**src/design/efc_pkg.sv**
```systemverilog
// Purpose: constants shared by the errored-field and flag port block
// Assumes: 32-bit AXI4-Lite data, 8-bit byte addresses
// Notes: flag vectors hold three groups of five, group index = select code
package efc_pkg;
    // register byte addresses
    localparam logic [7:0] ADDR_MODE    = 8'h00;
    localparam logic [7:0] ADDR_SENS    = 8'h04;
    localparam logic [7:0] ADDR_OVR_VAL = 8'h08;
    localparam logic [7:0] ADDR_OVR_CTL = 8'h0c;
    localparam logic [7:0] ADDR_STATUS  = 8'h10;
    localparam logic [7:0] ADDR_CNT     = 8'h14;
    // host index 17, one word per index
    localparam logic [7:0] ADDR_CNT_LO  = 8'h44;

    // counter mode select codes
    localparam logic [1:0] MODE_NORMAL = 2'h0;
    localparam logic [1:0] MODE_CLEAR  = 2'h1;
    localparam logic [1:0] MODE_AUTO   = 2'h2;
    localparam logic [1:0] MODE_HOLD   = 2'h3;

    // flag port group select codes
    localparam logic [1:0] SEL_FF  = 2'h0;
    localparam logic [1:0] SEL_AP  = 2'h1;
    localparam logic [1:0] SEL_ANC = 2'h2;
    localparam logic [1:0] SEL_CTL = 2'h3;

    // positions inside a five-bit group
    localparam int UES_BIT = 4;
    localparam int GRP_W   = 5;
    localparam int FLAG_W  = 15;
    // overwrite words: 15 flags, then validity
    localparam int OVR_FFV_BIT = 15;
    localparam int OVR_APV_BIT = 16;
    localparam int OVR_W       = 17;
    // pending bits: groups 0..2, then validity
    localparam int PEND_FFV = 3;
    localparam int PEND_APV = 4;
    localparam int SENS_W        = 16;
    localparam int SENS_CHKSM_BIT = 15;
    localparam int CNT_W = 24;

    // values after reset
    localparam logic [1:0]  MODE_RST = 2'h0;
    localparam logic [15:0] SENS_RST = 16'h0000;
    // direction synchroniser starts at the idle read level
    localparam logic        DIR_RST  = 1'b1;

    localparam logic [1:0] RESP_OKAY   = 2'h0;
    localparam logic [1:0] RESP_SLVERR = 2'h2;
endpackage

```
**src/design/efc_flag_ctrl.sv**
```systemverilog
// Purpose: outgoing flag merge, errored-field counter and flag port
// Assumes: packet timing and checks come from the data path on clk
// Notes: registers over AXI4-Lite; flag port pins synchronised
//
// How it works
// - receive: outgoing UES = incoming UES or invalid
// - no packet: all three UES set
// - missing flag raised per field lacking packet
// - packet present needs header and position
// - 24-bit count of fields with counted flags
// - sensitivity low enables, checksum bit high
// - mode 00 normal 01 clear 10 auto 11 hold
// - clear mode zeroes counter, returns to normal
// - auto mode clears on low-byte read
// - hold mode keeps counter at zero
// - select 00 FF, 01 AP, 10 ANC
// - port write used for next packet only
// - port values beat host overwrite
// - select 11 write sets source and validity
// - read source latched, low at reset
// - read mode drives lines, 11 gives status
// - first low sample releases, later ones latch
// - port write touches only chosen group
// - read data one clock after select sample
// - outgoing validity high unless overwritten
//
// Design decisions made here: the address map and register access over AXI4-Lite.
`timescale 1ns/1ns
module efc_flag_ctrl
(
    input  wire logic        clk,
    input  wire logic        resetn,
    input  wire logic [7:0]  s_axi_awaddr,
    input  wire logic        s_axi_awvalid,
    output logic             s_axi_awready,
    input  wire logic [31:0] s_axi_wdata,
    input  wire logic [3:0]  s_axi_wstrb,
    input  wire logic        s_axi_wvalid,
    output logic             s_axi_wready,
    output logic [1:0]       s_axi_bresp,
    output logic             s_axi_bvalid,
    input  wire logic        s_axi_bready,
    input  wire logic [7:0]  s_axi_araddr,
    input  wire logic        s_axi_arvalid,
    output logic             s_axi_arready,
    output logic [31:0]      s_axi_rdata,
    output logic [1:0]       s_axi_rresp,
    output logic             s_axi_rvalid,
    input  wire logic        s_axi_rready,
    input  wire logic        pkt_done,
    input  wire logic        receive_mode,
    input  wire logic        hdr_found,
    input  wire logic        hdr_pos_ok,
    input  wire logic [14:0] in_flags,
    input  wire logic        in_ffv,
    input  wire logic        in_apv,
    input  wire logic [14:0] calc_flags,
    input  wire logic        packet_checksum_error,
    input  wire logic        status_bit,
    input  wire logic        flag_dir,
    input  wire logic [1:0]  flag_sel,
    input  wire logic [4:0]  flag_lines_in,
    output logic [4:0]       flag_lines_out,
    output logic             flag_lines_oe,
    output logic [14:0]      out_flags,
    output logic             full_field_validity,
    output logic             active_picture_validity,
    output logic             missing_packet_flag,
    output logic [23:0]      err_field_count
);
    typedef struct packed {
        logic [1:0]  mode;
        logic [15:0] sens;
        logic [16:0] ovr_val;
        logic [16:0] ovr_ctl;
        logic [23:0] cnt;
        logic        missing;
        logic [14:0] oflags;
        logic        offv;
        logic        oapv;
        logic        read_src;
        logic [4:0]  pend;
        logic [16:0] fp_val;
        logic        dir1;
        logic        dir2;
        logic        dir_q;
        logic [1:0]  sel1;
        logic [1:0]  sel2;
        logic [4:0]  fl1;
        logic [4:0]  fl2;
        logic [4:0]  fl_out;
        logic        fl_oe;
        logic        aw_full;
        logic [7:0]  awaddr;
        logic        w_full;
        logic [31:0] wdata;
        logic [3:0]  wstrb;
        logic        bvalid;
        logic [1:0]  bresp;
        logic        rvalid;
        logic [31:0] rdata;
        logic [1:0]  rresp;
    } efc_state_s;

    efc_state_s s_r;
    efc_state_s s_nxt;

    logic        missing_now;
    logic [14:0] base_flags;
    logic [14:0] host_flags;
    logic [14:0] merged;
    logic        m_ffv;
    logic        m_apv;
    logic        cnt_hit;
    logic        fp_wr;
    logic        wr_do;
    logic        ar_fire;
    logic        rd_cnt_lo;

    function automatic logic [31:0] strb_merge(
        input logic [31:0] old_v,
        input logic [31:0] new_v,
        input logic [3:0]  strb
    );
        logic [31:0] r;
        r = old_v;
        for (int b = 0; b < 4; b++)
        begin
            if (strb[b])
                r[b*8 +: 8] = new_v[b*8 +: 8];
        end
        return r;
    endfunction

    // one five-bit group of a flag vector
    function automatic logic [4:0] grp(
        input logic [14:0] v,
        input logic [1:0]  g
    );
        logic [4:0] r;
        r = 5'h00;
        for (int i = 0; i < 3; i++)
        begin
            if (g == 2'(i))
                r = v[i*efc_pkg::GRP_W +: efc_pkg::GRP_W];
        end
        return r;
    endfunction

    assign missing_now = !(hdr_found && hdr_pos_ok);

    always_comb
    begin
        base_flags = calc_flags;
        if (receive_mode)
        begin
            base_flags[efc_pkg::UES_BIT] =
                in_flags[efc_pkg::UES_BIT] | ~in_ffv;
            base_flags[efc_pkg::GRP_W + efc_pkg::UES_BIT] =
                in_flags[efc_pkg::GRP_W + efc_pkg::UES_BIT] | ~in_apv;
            base_flags[2*efc_pkg::GRP_W + efc_pkg::UES_BIT] =
                in_flags[2*efc_pkg::GRP_W + efc_pkg::UES_BIT];
        end
        if (missing_now)
        begin
            base_flags[efc_pkg::UES_BIT] = 1'b1;
            base_flags[efc_pkg::GRP_W + efc_pkg::UES_BIT] = 1'b1;
            base_flags[2*efc_pkg::GRP_W + efc_pkg::UES_BIT] = 1'b1;
        end
    end

    assign host_flags = (base_flags & ~s_r.ovr_ctl[14:0])
                      | (s_r.ovr_val[14:0] & s_r.ovr_ctl[14:0]);

    // port values are applied last so they win over host overwrite
    generate
        for (genvar g = 0; g < 3; g++)
        begin : g_merge
            assign merged[g*5 +: 5] = s_r.pend[g]
                ? s_r.fp_val[g*5 +: 5] : host_flags[g*5 +: 5];
        end
    endgenerate

    always_comb
    begin
        m_ffv = 1'b1;
        m_apv = 1'b1;
        if (s_r.ovr_ctl[efc_pkg::OVR_FFV_BIT])
            m_ffv = s_r.ovr_val[efc_pkg::OVR_FFV_BIT];
        if (s_r.ovr_ctl[efc_pkg::OVR_APV_BIT])
            m_apv = s_r.ovr_val[efc_pkg::OVR_APV_BIT];
        if (s_r.pend[efc_pkg::PEND_FFV])
            m_ffv = s_r.fp_val[efc_pkg::OVR_FFV_BIT];
        if (s_r.pend[efc_pkg::PEND_APV])
            m_apv = s_r.fp_val[efc_pkg::OVR_APV_BIT];
    end

    assign cnt_hit = (|(merged & ~s_r.sens[14:0]))
        | (packet_checksum_error & s_r.sens[efc_pkg::SENS_CHKSM_BIT]);
    assign fp_wr     = !s_r.dir2 && !s_r.dir_q;
    assign wr_do     = s_r.aw_full && s_r.w_full && !s_r.bvalid;
    assign ar_fire   = s_axi_arvalid && !s_r.rvalid;
    assign rd_cnt_lo = ar_fire && s_axi_araddr == efc_pkg::ADDR_CNT_LO;

    always_comb
    begin
        s_nxt = s_r;
        // two-stage synchronisers on the flag port pins
        s_nxt.dir1  = flag_dir;
        s_nxt.dir2  = s_r.dir1;
        s_nxt.sel1  = flag_sel;
        s_nxt.sel2  = s_r.sel1;
        s_nxt.fl1   = flag_lines_in;
        s_nxt.fl2   = s_r.fl1;
        s_nxt.dir_q = s_r.dir2;

        s_nxt.fl_oe = s_r.dir2;
        s_nxt.fl_out = 5'h00;
        if (s_r.dir2)
        begin
            if (s_r.sel2 == efc_pkg::SEL_CTL)
                s_nxt.fl_out = {packet_checksum_error, in_apv, in_ffv,
                                status_bit, 1'b0};
            else if (s_r.read_src)
                s_nxt.fl_out = grp(in_flags, s_r.sel2);
            else
                s_nxt.fl_out = grp(s_r.oflags, s_r.sel2);
        end

        // outgoing packet
        if (pkt_done)
        begin
            s_nxt.missing = missing_now;
            s_nxt.oflags  = merged;
            s_nxt.offv    = m_ffv;
            s_nxt.oapv    = m_apv;
            s_nxt.pend    = 5'h00;
        end

        if (fp_wr)
        begin
            unique case (s_r.sel2)
                efc_pkg::SEL_CTL:
                begin
                    s_nxt.read_src = s_r.fl2[4];
                    s_nxt.fp_val[efc_pkg::OVR_APV_BIT] = s_r.fl2[3];
                    s_nxt.fp_val[efc_pkg::OVR_FFV_BIT] = s_r.fl2[2];
                    s_nxt.pend[efc_pkg::PEND_APV] = 1'b1;
                    s_nxt.pend[efc_pkg::PEND_FFV] = 1'b1;
                end
                efc_pkg::SEL_FF:
                begin
                    s_nxt.fp_val[4:0] = s_r.fl2;
                    s_nxt.pend[0] = 1'b1;
                end
                efc_pkg::SEL_AP:
                begin
                    s_nxt.fp_val[9:5] = s_r.fl2;
                    s_nxt.pend[1] = 1'b1;
                end
                efc_pkg::SEL_ANC:
                begin
                    s_nxt.fp_val[14:10] = s_r.fl2;
                    s_nxt.pend[2] = 1'b1;
                end
            endcase
        end

        unique case (s_r.mode)
            efc_pkg::MODE_NORMAL:
            begin
                if (pkt_done && cnt_hit)
                    s_nxt.cnt = s_r.cnt + 24'h000001;
            end
            efc_pkg::MODE_CLEAR:
            begin
                s_nxt.cnt  = 24'h000000;
                s_nxt.mode = efc_pkg::MODE_NORMAL;
            end
            efc_pkg::MODE_AUTO:
            begin
                if (rd_cnt_lo)
                    s_nxt.cnt = {23'h000000, pkt_done && cnt_hit};
                else if (pkt_done && cnt_hit)
                    s_nxt.cnt = s_r.cnt + 24'h000001;
            end
            efc_pkg::MODE_HOLD:
                s_nxt.cnt = 24'h000000;
        endcase

        // write channel
        if (s_axi_awvalid && !s_r.aw_full)
        begin
            s_nxt.aw_full = 1'b1;
            s_nxt.awaddr  = s_axi_awaddr;
        end
        if (s_axi_wvalid && !s_r.w_full)
        begin
            s_nxt.w_full = 1'b1;
            s_nxt.wdata  = s_axi_wdata;
            s_nxt.wstrb  = s_axi_wstrb;
        end
        if (s_r.bvalid && s_axi_bready)
            s_nxt.bvalid = 1'b0;
        if (wr_do)
        begin
            s_nxt.aw_full = 1'b0;
            s_nxt.w_full  = 1'b0;
            s_nxt.bvalid  = 1'b1;
            s_nxt.bresp   = efc_pkg::RESP_OKAY;
            unique case (s_r.awaddr)
                efc_pkg::ADDR_MODE:
                    s_nxt.mode = 2'(strb_merge({30'h0, s_r.mode},
                        s_r.wdata, s_r.wstrb));
                efc_pkg::ADDR_SENS:
                    s_nxt.sens = 16'(strb_merge({16'h0, s_r.sens},
                        s_r.wdata, s_r.wstrb));
                efc_pkg::ADDR_OVR_VAL:
                    s_nxt.ovr_val = 17'(strb_merge({15'h0, s_r.ovr_val},
                        s_r.wdata, s_r.wstrb));
                efc_pkg::ADDR_OVR_CTL:
                    s_nxt.ovr_ctl = 17'(strb_merge({15'h0, s_r.ovr_ctl},
                        s_r.wdata, s_r.wstrb));
                efc_pkg::ADDR_STATUS, efc_pkg::ADDR_CNT,
                efc_pkg::ADDR_CNT_LO:
                    s_nxt.bresp = efc_pkg::RESP_OKAY;
                default:
                    s_nxt.bresp = efc_pkg::RESP_SLVERR;
            endcase
        end

        // read channel
        if (s_r.rvalid && s_axi_rready)
            s_nxt.rvalid = 1'b0;
        if (ar_fire)
        begin
            s_nxt.rvalid = 1'b1;
            s_nxt.rresp  = efc_pkg::RESP_OKAY;
            unique case (s_axi_araddr)
                efc_pkg::ADDR_MODE:    s_nxt.rdata = {30'h0, s_r.mode};
                efc_pkg::ADDR_SENS:    s_nxt.rdata = {16'h0, s_r.sens};
                efc_pkg::ADDR_OVR_VAL: s_nxt.rdata = {15'h0, s_r.ovr_val};
                efc_pkg::ADDR_OVR_CTL: s_nxt.rdata = {15'h0, s_r.ovr_ctl};
                efc_pkg::ADDR_STATUS:
                    s_nxt.rdata = {28'h0, s_r.read_src, s_r.oapv,
                                   s_r.offv, s_r.missing};
                efc_pkg::ADDR_CNT:     s_nxt.rdata = {8'h0, s_r.cnt};
                efc_pkg::ADDR_CNT_LO:  s_nxt.rdata = {24'h0, s_r.cnt[7:0]};
                default:
                begin
                    s_nxt.rdata = 32'h00000000;
                    s_nxt.rresp = efc_pkg::RESP_SLVERR;
                end
            endcase
        end
    end

    always_ff @(posedge clk or negedge resetn)
    begin
        if (!resetn)
        begin
            s_r      <= '0;
            s_r.mode <= efc_pkg::MODE_RST;
            s_r.sens <= efc_pkg::SENS_RST;
            // cleared stages would look like a write cycle after reset
            s_r.dir1  <= efc_pkg::DIR_RST;
            s_r.dir2  <= efc_pkg::DIR_RST;
            s_r.dir_q <= efc_pkg::DIR_RST;
        end
        else
            s_r <= s_nxt;
    end

    assign s_axi_awready           = !s_r.aw_full;
    assign s_axi_wready            = !s_r.w_full;
    assign s_axi_bvalid            = s_r.bvalid;
    assign s_axi_bresp             = s_r.bresp;
    assign s_axi_arready           = !s_r.rvalid;
    assign s_axi_rvalid            = s_r.rvalid;
    assign s_axi_rdata             = s_r.rdata;
    assign s_axi_rresp             = s_r.rresp;
    assign flag_lines_out          = s_r.fl_out;
    assign flag_lines_oe           = s_r.fl_oe;
    assign out_flags               = s_r.oflags;
    assign full_field_validity     = s_r.offv;
    assign active_picture_validity = s_r.oapv;
    assign missing_packet_flag     = s_r.missing;
    assign err_field_count         = s_r.cnt;
endmodule

```
**config.mk**
```make
export PLATFORM = sky130hd
export DESIGN_NAME = efc_flag_ctrl
export DESIGN_NICKNAME = d
export VERILOG_FILES = /design/src/design/efc_pkg.sv /design/src/design/efc_flag_ctrl.sv
export SDC_FILE = /design/constraint.sdc
export NUM_CORES = 1
export LEC_CHECK = 0
export BUFFER_PORTS_ARGS = -buffer_cell sky130_fd_sc_hd__buf_2
export CAP_MARGIN = 20
export CELL_PAD_IN_SITES_DETAIL_PLACEMENT = 0
export CELL_PAD_IN_SITES_GLOBAL_PLACEMENT = 1
export CORE_MARGIN = 4
export CORE_UTILIZATION = 44
export CTS_CLUSTER_DIAMETER = 200
export CTS_CLUSTER_SIZE = 12
export DETAILED_ROUTE_END_ITERATION = 12
export GPL_TIMING_DRIVEN = 1
export PLACE_DENSITY_LB_ADDON = 0.1
export SETUP_SLACK_MARGIN = 0.15
export SLEW_MARGIN = 10
export SYNTH_ARGS = -nofsm -noshare
export SYNTH_HDL_FRONTEND = slang
export SYNTH_SLANG_ARGS = --single-unit
```
**constraint.sdc**
```tcl
create_clock -name clk -period 3.3 [get_ports clk]
set_clock_uncertainty 0.05 [all_clocks]
set_input_delay 0.66 -clock clk [delete_from_list [all_inputs] [get_ports clk]]
set_output_delay 0.66 -clock clk [all_outputs]
set_load 0.05 [all_outputs]
```
# ---- Word-level counts from Yosys, hierarchy flattened
# Cells that the tools add are included.
# Widths: inputs -> output; s select.
dict set report op_classes {
  magnitude_cmp 0
  add_sub_neg 1
  n_bitwise 12
  div 0
  reduce_logical 42
  n_mux 61
  eq_ne 19
  shifts 0
  mul 0
}
# cell n
set ops {}
lappend ops {{$pmux 24 s7} 1}
lappend ops {{$mux 5} 16}
lappend ops {{$pmux 24 s3} 1}
lappend ops {{$mux 52} 1}
lappend ops {{$mux 24} 2}
lappend ops {{$mux 8} 6}
lappend ops {{$and 15x15->15} 3}
lappend ops {{$mux 37} 1}
lappend ops {{$mux 35} 1}
lappend ops {{$mux 17} 2}
lappend ops {{$eq 8x4->1 const B} 4}
lappend ops {{$eq 8x5->1 const B} 4}
lappend ops {{$not 15->15} 2}
lappend ops {{$add 24x1->24 const B} 1}
lappend ops {{$reduce_and 3->1} 8}
lappend ops {{$mux 22} 1}
lappend ops {{$mux 1} 19}
lappend ops {{$eq 8x3->1 const B} 2}
lappend ops {{$eq 8x7->1 const B} 2}
lappend ops {{$logic_not 8->1} 2}
lappend ops {{$mux 16} 1}
lappend ops {{$or 15x15->15} 1}
lappend ops {{$reduce_or 15->1} 1}
lappend ops {{$mux 2} 7}
lappend ops {{other kinds (15)} 46}
dict set report totals {
  latchBits 0
  n_memories 0
  romBits 0
  ff_bits 224
  elab_cells 174
  output_inout_bits 89
  mem_bits_rw 0
  in_bits 105
}

# ---- Logic depth before layout (Yosys ltp)
# Gate-level depths: netlist (run 1).
dict set report logic_depth {
  word_depth 14
  ltp_mapped 11
}

# ---- Worst setup path before layout (run 1)
# No wires, ideal clock.
dict set report synth_timing {
  path_type {reg-to-reg}
  startpoint {register s_r (netlist bit s_axi_rvalid)}
  endpoint {register s_r (netlist bit err_field_count[19])}
  setup_slack_ns 0.666
  required_ns 3.118
  path_stages_with_launch 8
  n_path_buf 2
  arrival_ns 2.452
  path_cell_list {dfrtp_1 inv_1 nand2_1 or4_1 nand2b_1 clkbuf_1 clkbuf_1 nor2_1}
}
# element line
set synth_lines {}
lappend synth_lines {{start: declaration} efc_flag_ctrl.sv:105} ;# efc_state_s s_r;
lappend synth_lines {{start signal: assignment} efc_flag_ctrl.sv:371} ;# s_r <= s_nxt;

==> results.md, run 1 <==
* Hold Vio Cnt, Final at 0
* WP data arrival at between 2000 and 3000 ps
* Max-slew violations at 0
* Layout cells sized above 1 at between 30% and 40%
* Grt total ovfl at 0
* Die height at around 160 um
* Fmax at ~0.37 GHz
* Distinct cell type count after synthesis at roughly 60
* Wire length on met1 at 11200 um
* Die area at approximately 24000 um^2
* Ys Warns at 0
* CP top delay family: simple AND/OR/NAND/NOR gates
* Leakage power at around 5 nW
* Final setup fails at 0
* Via count at roughly 6600
* FILL cells at 1974
* DR WL met3 at 1520 um
* Worst Path Required at approximately 3600 ps
* TritonCTS clock tree: built
* Crit. End Element: flop
* Count of hold-fix buffers inserted at cts at 0
* Rel. slew slack at a little under a quarter
* RSZ-0062 raised after global routing: false
* Htree depth at 4
* Core Area at roughly 21000 um^2
* Worst VDD drop at between 0.0004 and 0.0005 V
* Status: finished, final reports clean
* Starting Density at between 40% and 50%
* Clock root buffer: clkbuf_16
* Worst-Skew Late Latency at 440 ps
* P&R area growth vs syn at 12.9%
* DRT antenna net count at 0
* Max stage delay cell, worst path: or4_1
* Synth top area share at between 50 and 60%
* Largest cells by area after synthesis: dfrtp_1, mux2_2, buf_4
* GRT Util Overall at between 20% and 30%
* Total negative slack at 0 ps
* Drt first pass iters at 5
* Crit share post-route at between 80% and 90%
* GP Congestion at ~0.86
* Crit start category: flop
* Post-CTS setup buffers at 0
* Drt drc at 0
* Sequential area share after synthesis at 51.9%
* First-pass GRT wire length at roughly 40000 um
* Synth Register Bits at slightly below 200
* Nets at roughly 1000
* Number of global-route vias before repair at between 6000 and 7000
* Worst Path Buf+Inv at 1
* Die Wd at roughly 160 um
* Mean post-synth cell area at around 11 um^2
* Ordered list of cells on the worst path: mux2_1 -> mux2i_1 -> o2111ai_1 -> or4_1 -> buf_4 -> nor2_8 -> or4_1 -> a21oi_1
* Top layer reached by signal wires: met4
* Worst-Margin Slew at 1150 ps
* Via/cell ratio at 5.43
* Most used DFF post-synth: dfrtp_1
* R2r worst-path depth at 8
* Min Hold Slack at slightly above 200 ps
* Number of synthesized flops with an enable pin at 0
* WL final at approximately 25000 um
* TritonCTS buffer count at 17
* Max FO, Critical Path at 27
* Crit-path most repeated cell: or4_1
* Slowest Stage Delay on Critical Path at 580 ps
* # placed instances at about 1200
* Hpwl dp at between 15000 and 20000 um
* Cell Count, Final, Fillers Out at approximately 1200
* CTS resizes at 0
* Critical path class: reg2reg
* WP depth at 8
* Clock buffer depth at 2
* Largest net degree at the start of global routing at slightly below 90
* N_diodes at 0
* Max cap viols at 0
* Cell taking the most area after synthesis: dfrtp_1
* Mapped cell area at approximately 9600 um^2
* Min-delay worst type: in2async
* Initial antenna violation count at 0
* Final total power at ~6.9 mW
* Synthesized instance count at approximately 830
* Tmin final at around 2700 ps
* Iter 0 DRT Violations at between 300 and 400
* Clock tree sinks at between 150 and 200
* Clock transition at path regs at roughly 80 ps
* # rows at 53
* IO buf count at between 150 and 200
* Wire length on met2 at 12100 um
* # IOs at between 150 and 200
* Async S/R FF share, synth at between 90% and 100%
* Wire length per cell at 20.5 um
* Pwr Density at between 600 and 700 nW/um^2
[stage by stage]
step                util, %  setup slack, ps  cell area [um^2]
floorplan                 -              666              9590
global placement       48.1              273             10200
detailed placement     48.1              274             10200
CTS                    50.8              574             10800
global route           50.8              443             10800
finish                 50.8              566             10800
[cells in the mapped netlist, types with 2 or more instances]
cell	count
a211o_1	4
a211oi_1	6
a21o_1	11
a21oi_1	28
a222oi_1	14
a22o_1	3
a31oi_1	3
and2_1	2
and3_1	10
and4_1	2
buf_1	4
buf_2	2
buf_4	80
buf_8	2
clkbuf_1	23
dfrtp_1	195
dfstp_2	3
inv_1	24
mux2_1	2
mux2_2	114
mux2_4	2
mux2i_1	21
mux4_2	6
nand2_1	72
nand2b_1	9
nand3_1	15
nand3b_1	3
nand4_1	2
nor2_1	31
nor2_2	3
nor2b_1	13
nor3_1	6
nor3_2	2
o2111ai_1	3
o211ai_1	16
o21ai_0	38
o21ai_1	4
o2bb2ai_1	2
o31ai_1	10
or3_1	4
or4_1	15
xnor2_1	3
xor2_1	3
[path summary, 6_finish.rpt]
path | startpoint | endpoint | slack (ps)
worst max-delay path | s_r[183]$_DFFE_PN0P_ | err_field_count[10]$_DFF_PN0_ | 570
worst min-delay path | resetn | flag_lines_oe$_DFF_PN0_ | 200
worst min register to register | s_nxt[90]$_DFF_PN0_ | s_r[90]$_DFF_PN0_ | 300
worst max register to register | s_r[183]$_DFFE_PN0P_ | err_field_count[10]$_DFF_PN0_ | 570
min in group clk | flag_dir | s_nxt[105]$_DFF_PN1_ | 270
max in group asynchronous | resetn | s_r[203]$_DFFE_PN0P_ | 2180
[worst register-to-register path: stages, from the launching register on]
cell and delay, ps:
dfrtp_1 400, mux2_1 390, mux2i_1 260, o2111ai_1 130
or4_1 580, buf_4 220, nor2_8 290, or4_1 210
a21oi_1 80
[cell families (layout without fill, tap and decap cells)]
kind of cell / after synthesis / after routing / synth area share, %
flip-flops: 198 / 198 / 51.9
AND/OR/NAND/NOR: 196 / 196 / 10.4
AO/OA/AOI/OAI: 148 / 148 / 10.5
multiplexers: 145 / 145 / 17.6
buffers and inverters: 138 / 244 / 8.90
XOR/XNOR: 6 / 6 / 0.550
adder cells (fa/ha/maj): 1 / 1 / 0.131
other: 1 / 10 / 0.0392
[cells in the final DEF (no fill, tap or decap), types with 6 or more instances in the layout]
| master | instances |
|---|---|
| a211oi_1 | 6 |
| buf_4 | 17 |
| clkbuf_16 | 17 |
| a21o_1 | 11 |
| nor2_1 | 31 |
| o211ai_1 | 16 |
| o31ai_1 | 10 |
| conb_1 | 10 |
| mux2_2 | 114 |
| o21ai_0 | 38 |
| inv_1 | 24 |
| mux4_2 | 6 |
| nor2b_1 | 12 |
| nor3_1 | 6 |
| a21oi_1 | 28 |
| nand2_1 | 72 |
| and3_1 | 10 |
| or4_1 | 15 |
| mux2i_1 | 21 |
| nand2b_1 | 9 |
| nand3_1 | 15 |
| dfrtp_1 | 195 |
| buf_2 | 166 |
| a222oi_1 | 14 |
[state kept, by name, indices dropped and copies added (netlist names)]
name,flops
active_picture_validity,1
out_flags,15
s_axi_rresp,1
s_axi_bresp,1
s_axi_bvalid,1
s_axi_rdata,24
s_r,113
full_field_validity,1
err_field_count,24
flag_lines_out,5
s_axi_rvalid,1
missing_packet_flag,1
s_nxt,9
flag_lines_oe,1
[cell type report]
cell class	count	area, um^2	area share [%]
inverters	26	97.6	0.904
clock inverters	14	153	1.41
well taps	275	344	3.19
repair buffers	186	1010	9.38
multi-input cells	506	3790	35.1
clock buffers	18	439	4.07
flip-flops and latches	198	4960	46.0
[power by group]
group          switching, mW  internal [mW]
clock                   1.03           1.04
sequential             0.441           2.85
combinational          0.889          0.617
[routing by layer]
layer  track usage (%)  vias to the layer above
met2              34.7                      207
met1              29.8                     3309
li1                  -                     3111
met3              4.17                       17
met4              4.29                        0
met5                 0                        -
Note: power is estimated with default switching activity, not from simulation.
==> run 2: changes to the inputs <==
Clock period 3.3 ns to 2.52 ns, I/O delays scaled along.
==> results.md, run 2 (synthesis results as in run 1) <==
* Max cap viols at 0 (unchanged)
* Worst-Margin Slew at 709 ps (-442 ps)
* Rel. slew slack at 52.7% (+30 points)
* Min Hold Slack at 116 ps (-87.3 ps)
* Leakage power at 5.43 nW (+5.6%)
* Htree depth at 4 (unchanged)
* R2r setup slk at 9 ps (-560 ps)
* FF-to-FF Start: s_r[173]$_DFFE_PN0P_
* Worst-Skew Late Latency at 430 ps (about the same)
* Die height at 155 um (unchanged)
* WL final at 26300 um (+5.1%)
* P&R area growth vs syn at 18.5%
* Max-slew violations at 0 (unchanged)
* Design Area, Final at 11300 um^2 (+4.9%)
* Wire length per cell at 20.6 um (+0.67%)
* Die Wd at 155 um (unchanged)
* Clock transition at path regs at 80 ps (about the same)
* Largest net degree at the start of global routing at 59 (-34%)
* Max FO, Critical Path at 10 (-63%)
* TritonCTS buffer count at 17 (unchanged)
* Largest register FFs at 113 (unchanged)
* Commonest non-fill, non-tap cell in the layout: dfrtp_1
* Clock tree sinks at 198 (unchanged)
* Via/cell ratio at 5.39 (-0.81%)
* Largest Register: s_r
* Die area at 24100 um^2 (unchanged)
* Tmin final at 2510 ps (-223 ps)
* Hold Vio Cnt, Final at 0 (unchanged)
* Drt drc at 0 (unchanged)
* Switching part of the total at 33.3% (-1.0 points)
* Worst VDD drop at 0.000648 V (+35%)
* Number of global-route vias before repair at 7244 (+6.6%)
* Crit. End Element: flop
* R2r worst-path depth at 9 (+1)
* RSZ-0062 raised after global routing: true
* Iter 0 DRT Violations at 347 (-2.0%)
* Nets at 1096 (+5.3%)
* Int Power at 6.11 mW (+36%)
* TritonCTS clock tree: built
* Reg-to-Reg End: err_field_count[10]$_DFF_PN0_
* GRT Util Overall at 22.1% (+0.85 points)
* Min-delay worst type: in2reg
* Drt first pass iters at 5 (unchanged)
* Hold endpoint: s_nxt[105]$_DFF_PN1_
* Clock buffer depth at 2 (unchanged)
* Part of the power in registers at 47.3% (-0.7 points)
* First-pass GRT wire length at 41000 um (+4.0%)
* # rows at 53 (unchanged)
* WP data arrival at 2820 ps (-160 ps)
* Clock root buffer: clkbuf_16
* Worst slack at placement at -237 ps (-512 ps)
* Critical path class: reg2reg
* Hpwl dp at 20100 um (+4.1%)
* Crit share post-route at 99.7% (+17 points)
* FILL cells at 1905 (-3.5%)
* Grt total ovfl at 0 (unchanged)
* Pwr Density at 809 nW/um^2 (+27%)
* Via count at 6881 (+3.6%)
* N_diodes at 0 (unchanged)
* Commonest non-fill, non-tap cells in the layout: dfrtp_1, buf_2, mux2_2
* Post-Route Utilization at 53.4% (+2.5 points)
* # IOs at 194 (unchanged)
* Crit start category: flop
* Initial antenna violation count at 0 (unchanged)
* Starting Density at 45.0% (unchanged)
* Status: finished, final reports clean
* Comb power frac at 23.0% (+1.1 points)
* Worst Path Required at 2830 ps (-720 ps)
* Fin worst setup slack at 8.73 ps (-557 ps)
* Clk network pwr share at 29.7% (-0.4 points)
* Final setup fails at 0 (unchanged)
* Layout cells sized above 1 at 42.2% (+5.0 points)
* Core Area at 21200 um^2 (unchanged)
* WHS Path Cells at 1
* GP Congestion at 0.879 (+2.5%)
* Fmax at 0.398 GHz (+8.9%)
* Hold Path Origin: flag_dir
* IO buf count at 167 (unchanged)
* DRT antenna net count at 0 (unchanged)
* Post-DP Area at 10600 um^2 (+3.5%)
* P_sw at 3.05 mW (+29%)
## run 2: power by group through the flow
stage,Combinational [mW],Clock [mW],Sequential [mW]
detailed placement,2.08,0,4.38
CTS,2.13,2.76,4.32
floorplan,1.63,0,4.17
finish,2.11,2.72,4.33
global placement,2.02,0,4.34
global route,2.28,2.89,4.42
## run 2: worst max-delay path by stage
stage	from	endpoint	slack, ps	cells after the start
after floorplan	receive_mode	err_field_count[17]$_DFF_PN0_	130	10
after global placement	calc_flags[3]	err_field_count[1]$_DFF_PN0_	-200	9
after detailed placement	calc_flags[11]	err_field_count[1]$_DFF_PN0_	-240	9
after CTS	s_r[173]$_DFFE_PN0P_	err_field_count[22]$_DFF_PN0_	50	9
after global routing	s_r[173]$_DFFE_PN0P_	err_field_count[14]$_DFF_PN0_	-40	9
final	s_r[173]$_DFFE_PN0P_	err_field_count[10]$_DFF_PN0_	9	9
## run 2: worst max-delay path: stages, from the launching register on
cell and delay, ps:
dfrtp_1 400, mux2_4 310, o211ai_1 240, o2111ai_1 150
or4_4 570, buf_12 170, nor2_8 120, clkbuf_16 170
o31ai_1 80, a21oi_1 170
## run 2: layer usage
| layer | global-route usage, % | routed length [um] | vias up |
|---|---|---|---|
| li1 | - | - | 3218 |
| met5 | 0 | 0 | - |
| met3 | 3.67 | 1370 | 31 |
| met1 | 29.8 | 11600 | 3428 |
| met2 | 37.0 | 12900 | 204 |
| met4 | 6.21 | 454 | 0 |
## run 2: layout make-up
| cell class | instances | area [um^2] | share of cell area, % |
|---|---|---|---|
| flip-flops and latches | 198 | 4960 | 43.8 |
| multi-input cells | 506 | 3850 | 34.0 |
| repair buffers | 241 | 1480 | 13.1 |
| clock buffers | 21 | 470 | 4.15 |
| well taps | 275 | 344 | 3.04 |
| clock inverters | 10 | 110 | 0.972 |
| inverters | 26 | 101 | 0.895 |
## run 2: what timing repair did
action,in CTS,in global routing
hold endpoints to repair,1,0
resized for setup,17,9
buffers inserted,8,1
cloned,1,0
endpoints found under the setup margin,32,31
hold buffers,1,0
pin swaps,6,8
## run 2: per-stage QoR
step	instances	power, mW	setup TNS (ps)
finish	1277	9.16	0
global route	1277	9.59	-147
CTS	1275	9.21	0
detailed placement	1234	6.46	-4010
global placement	1234	6.36	-3280
floorplan	842	5.80	0
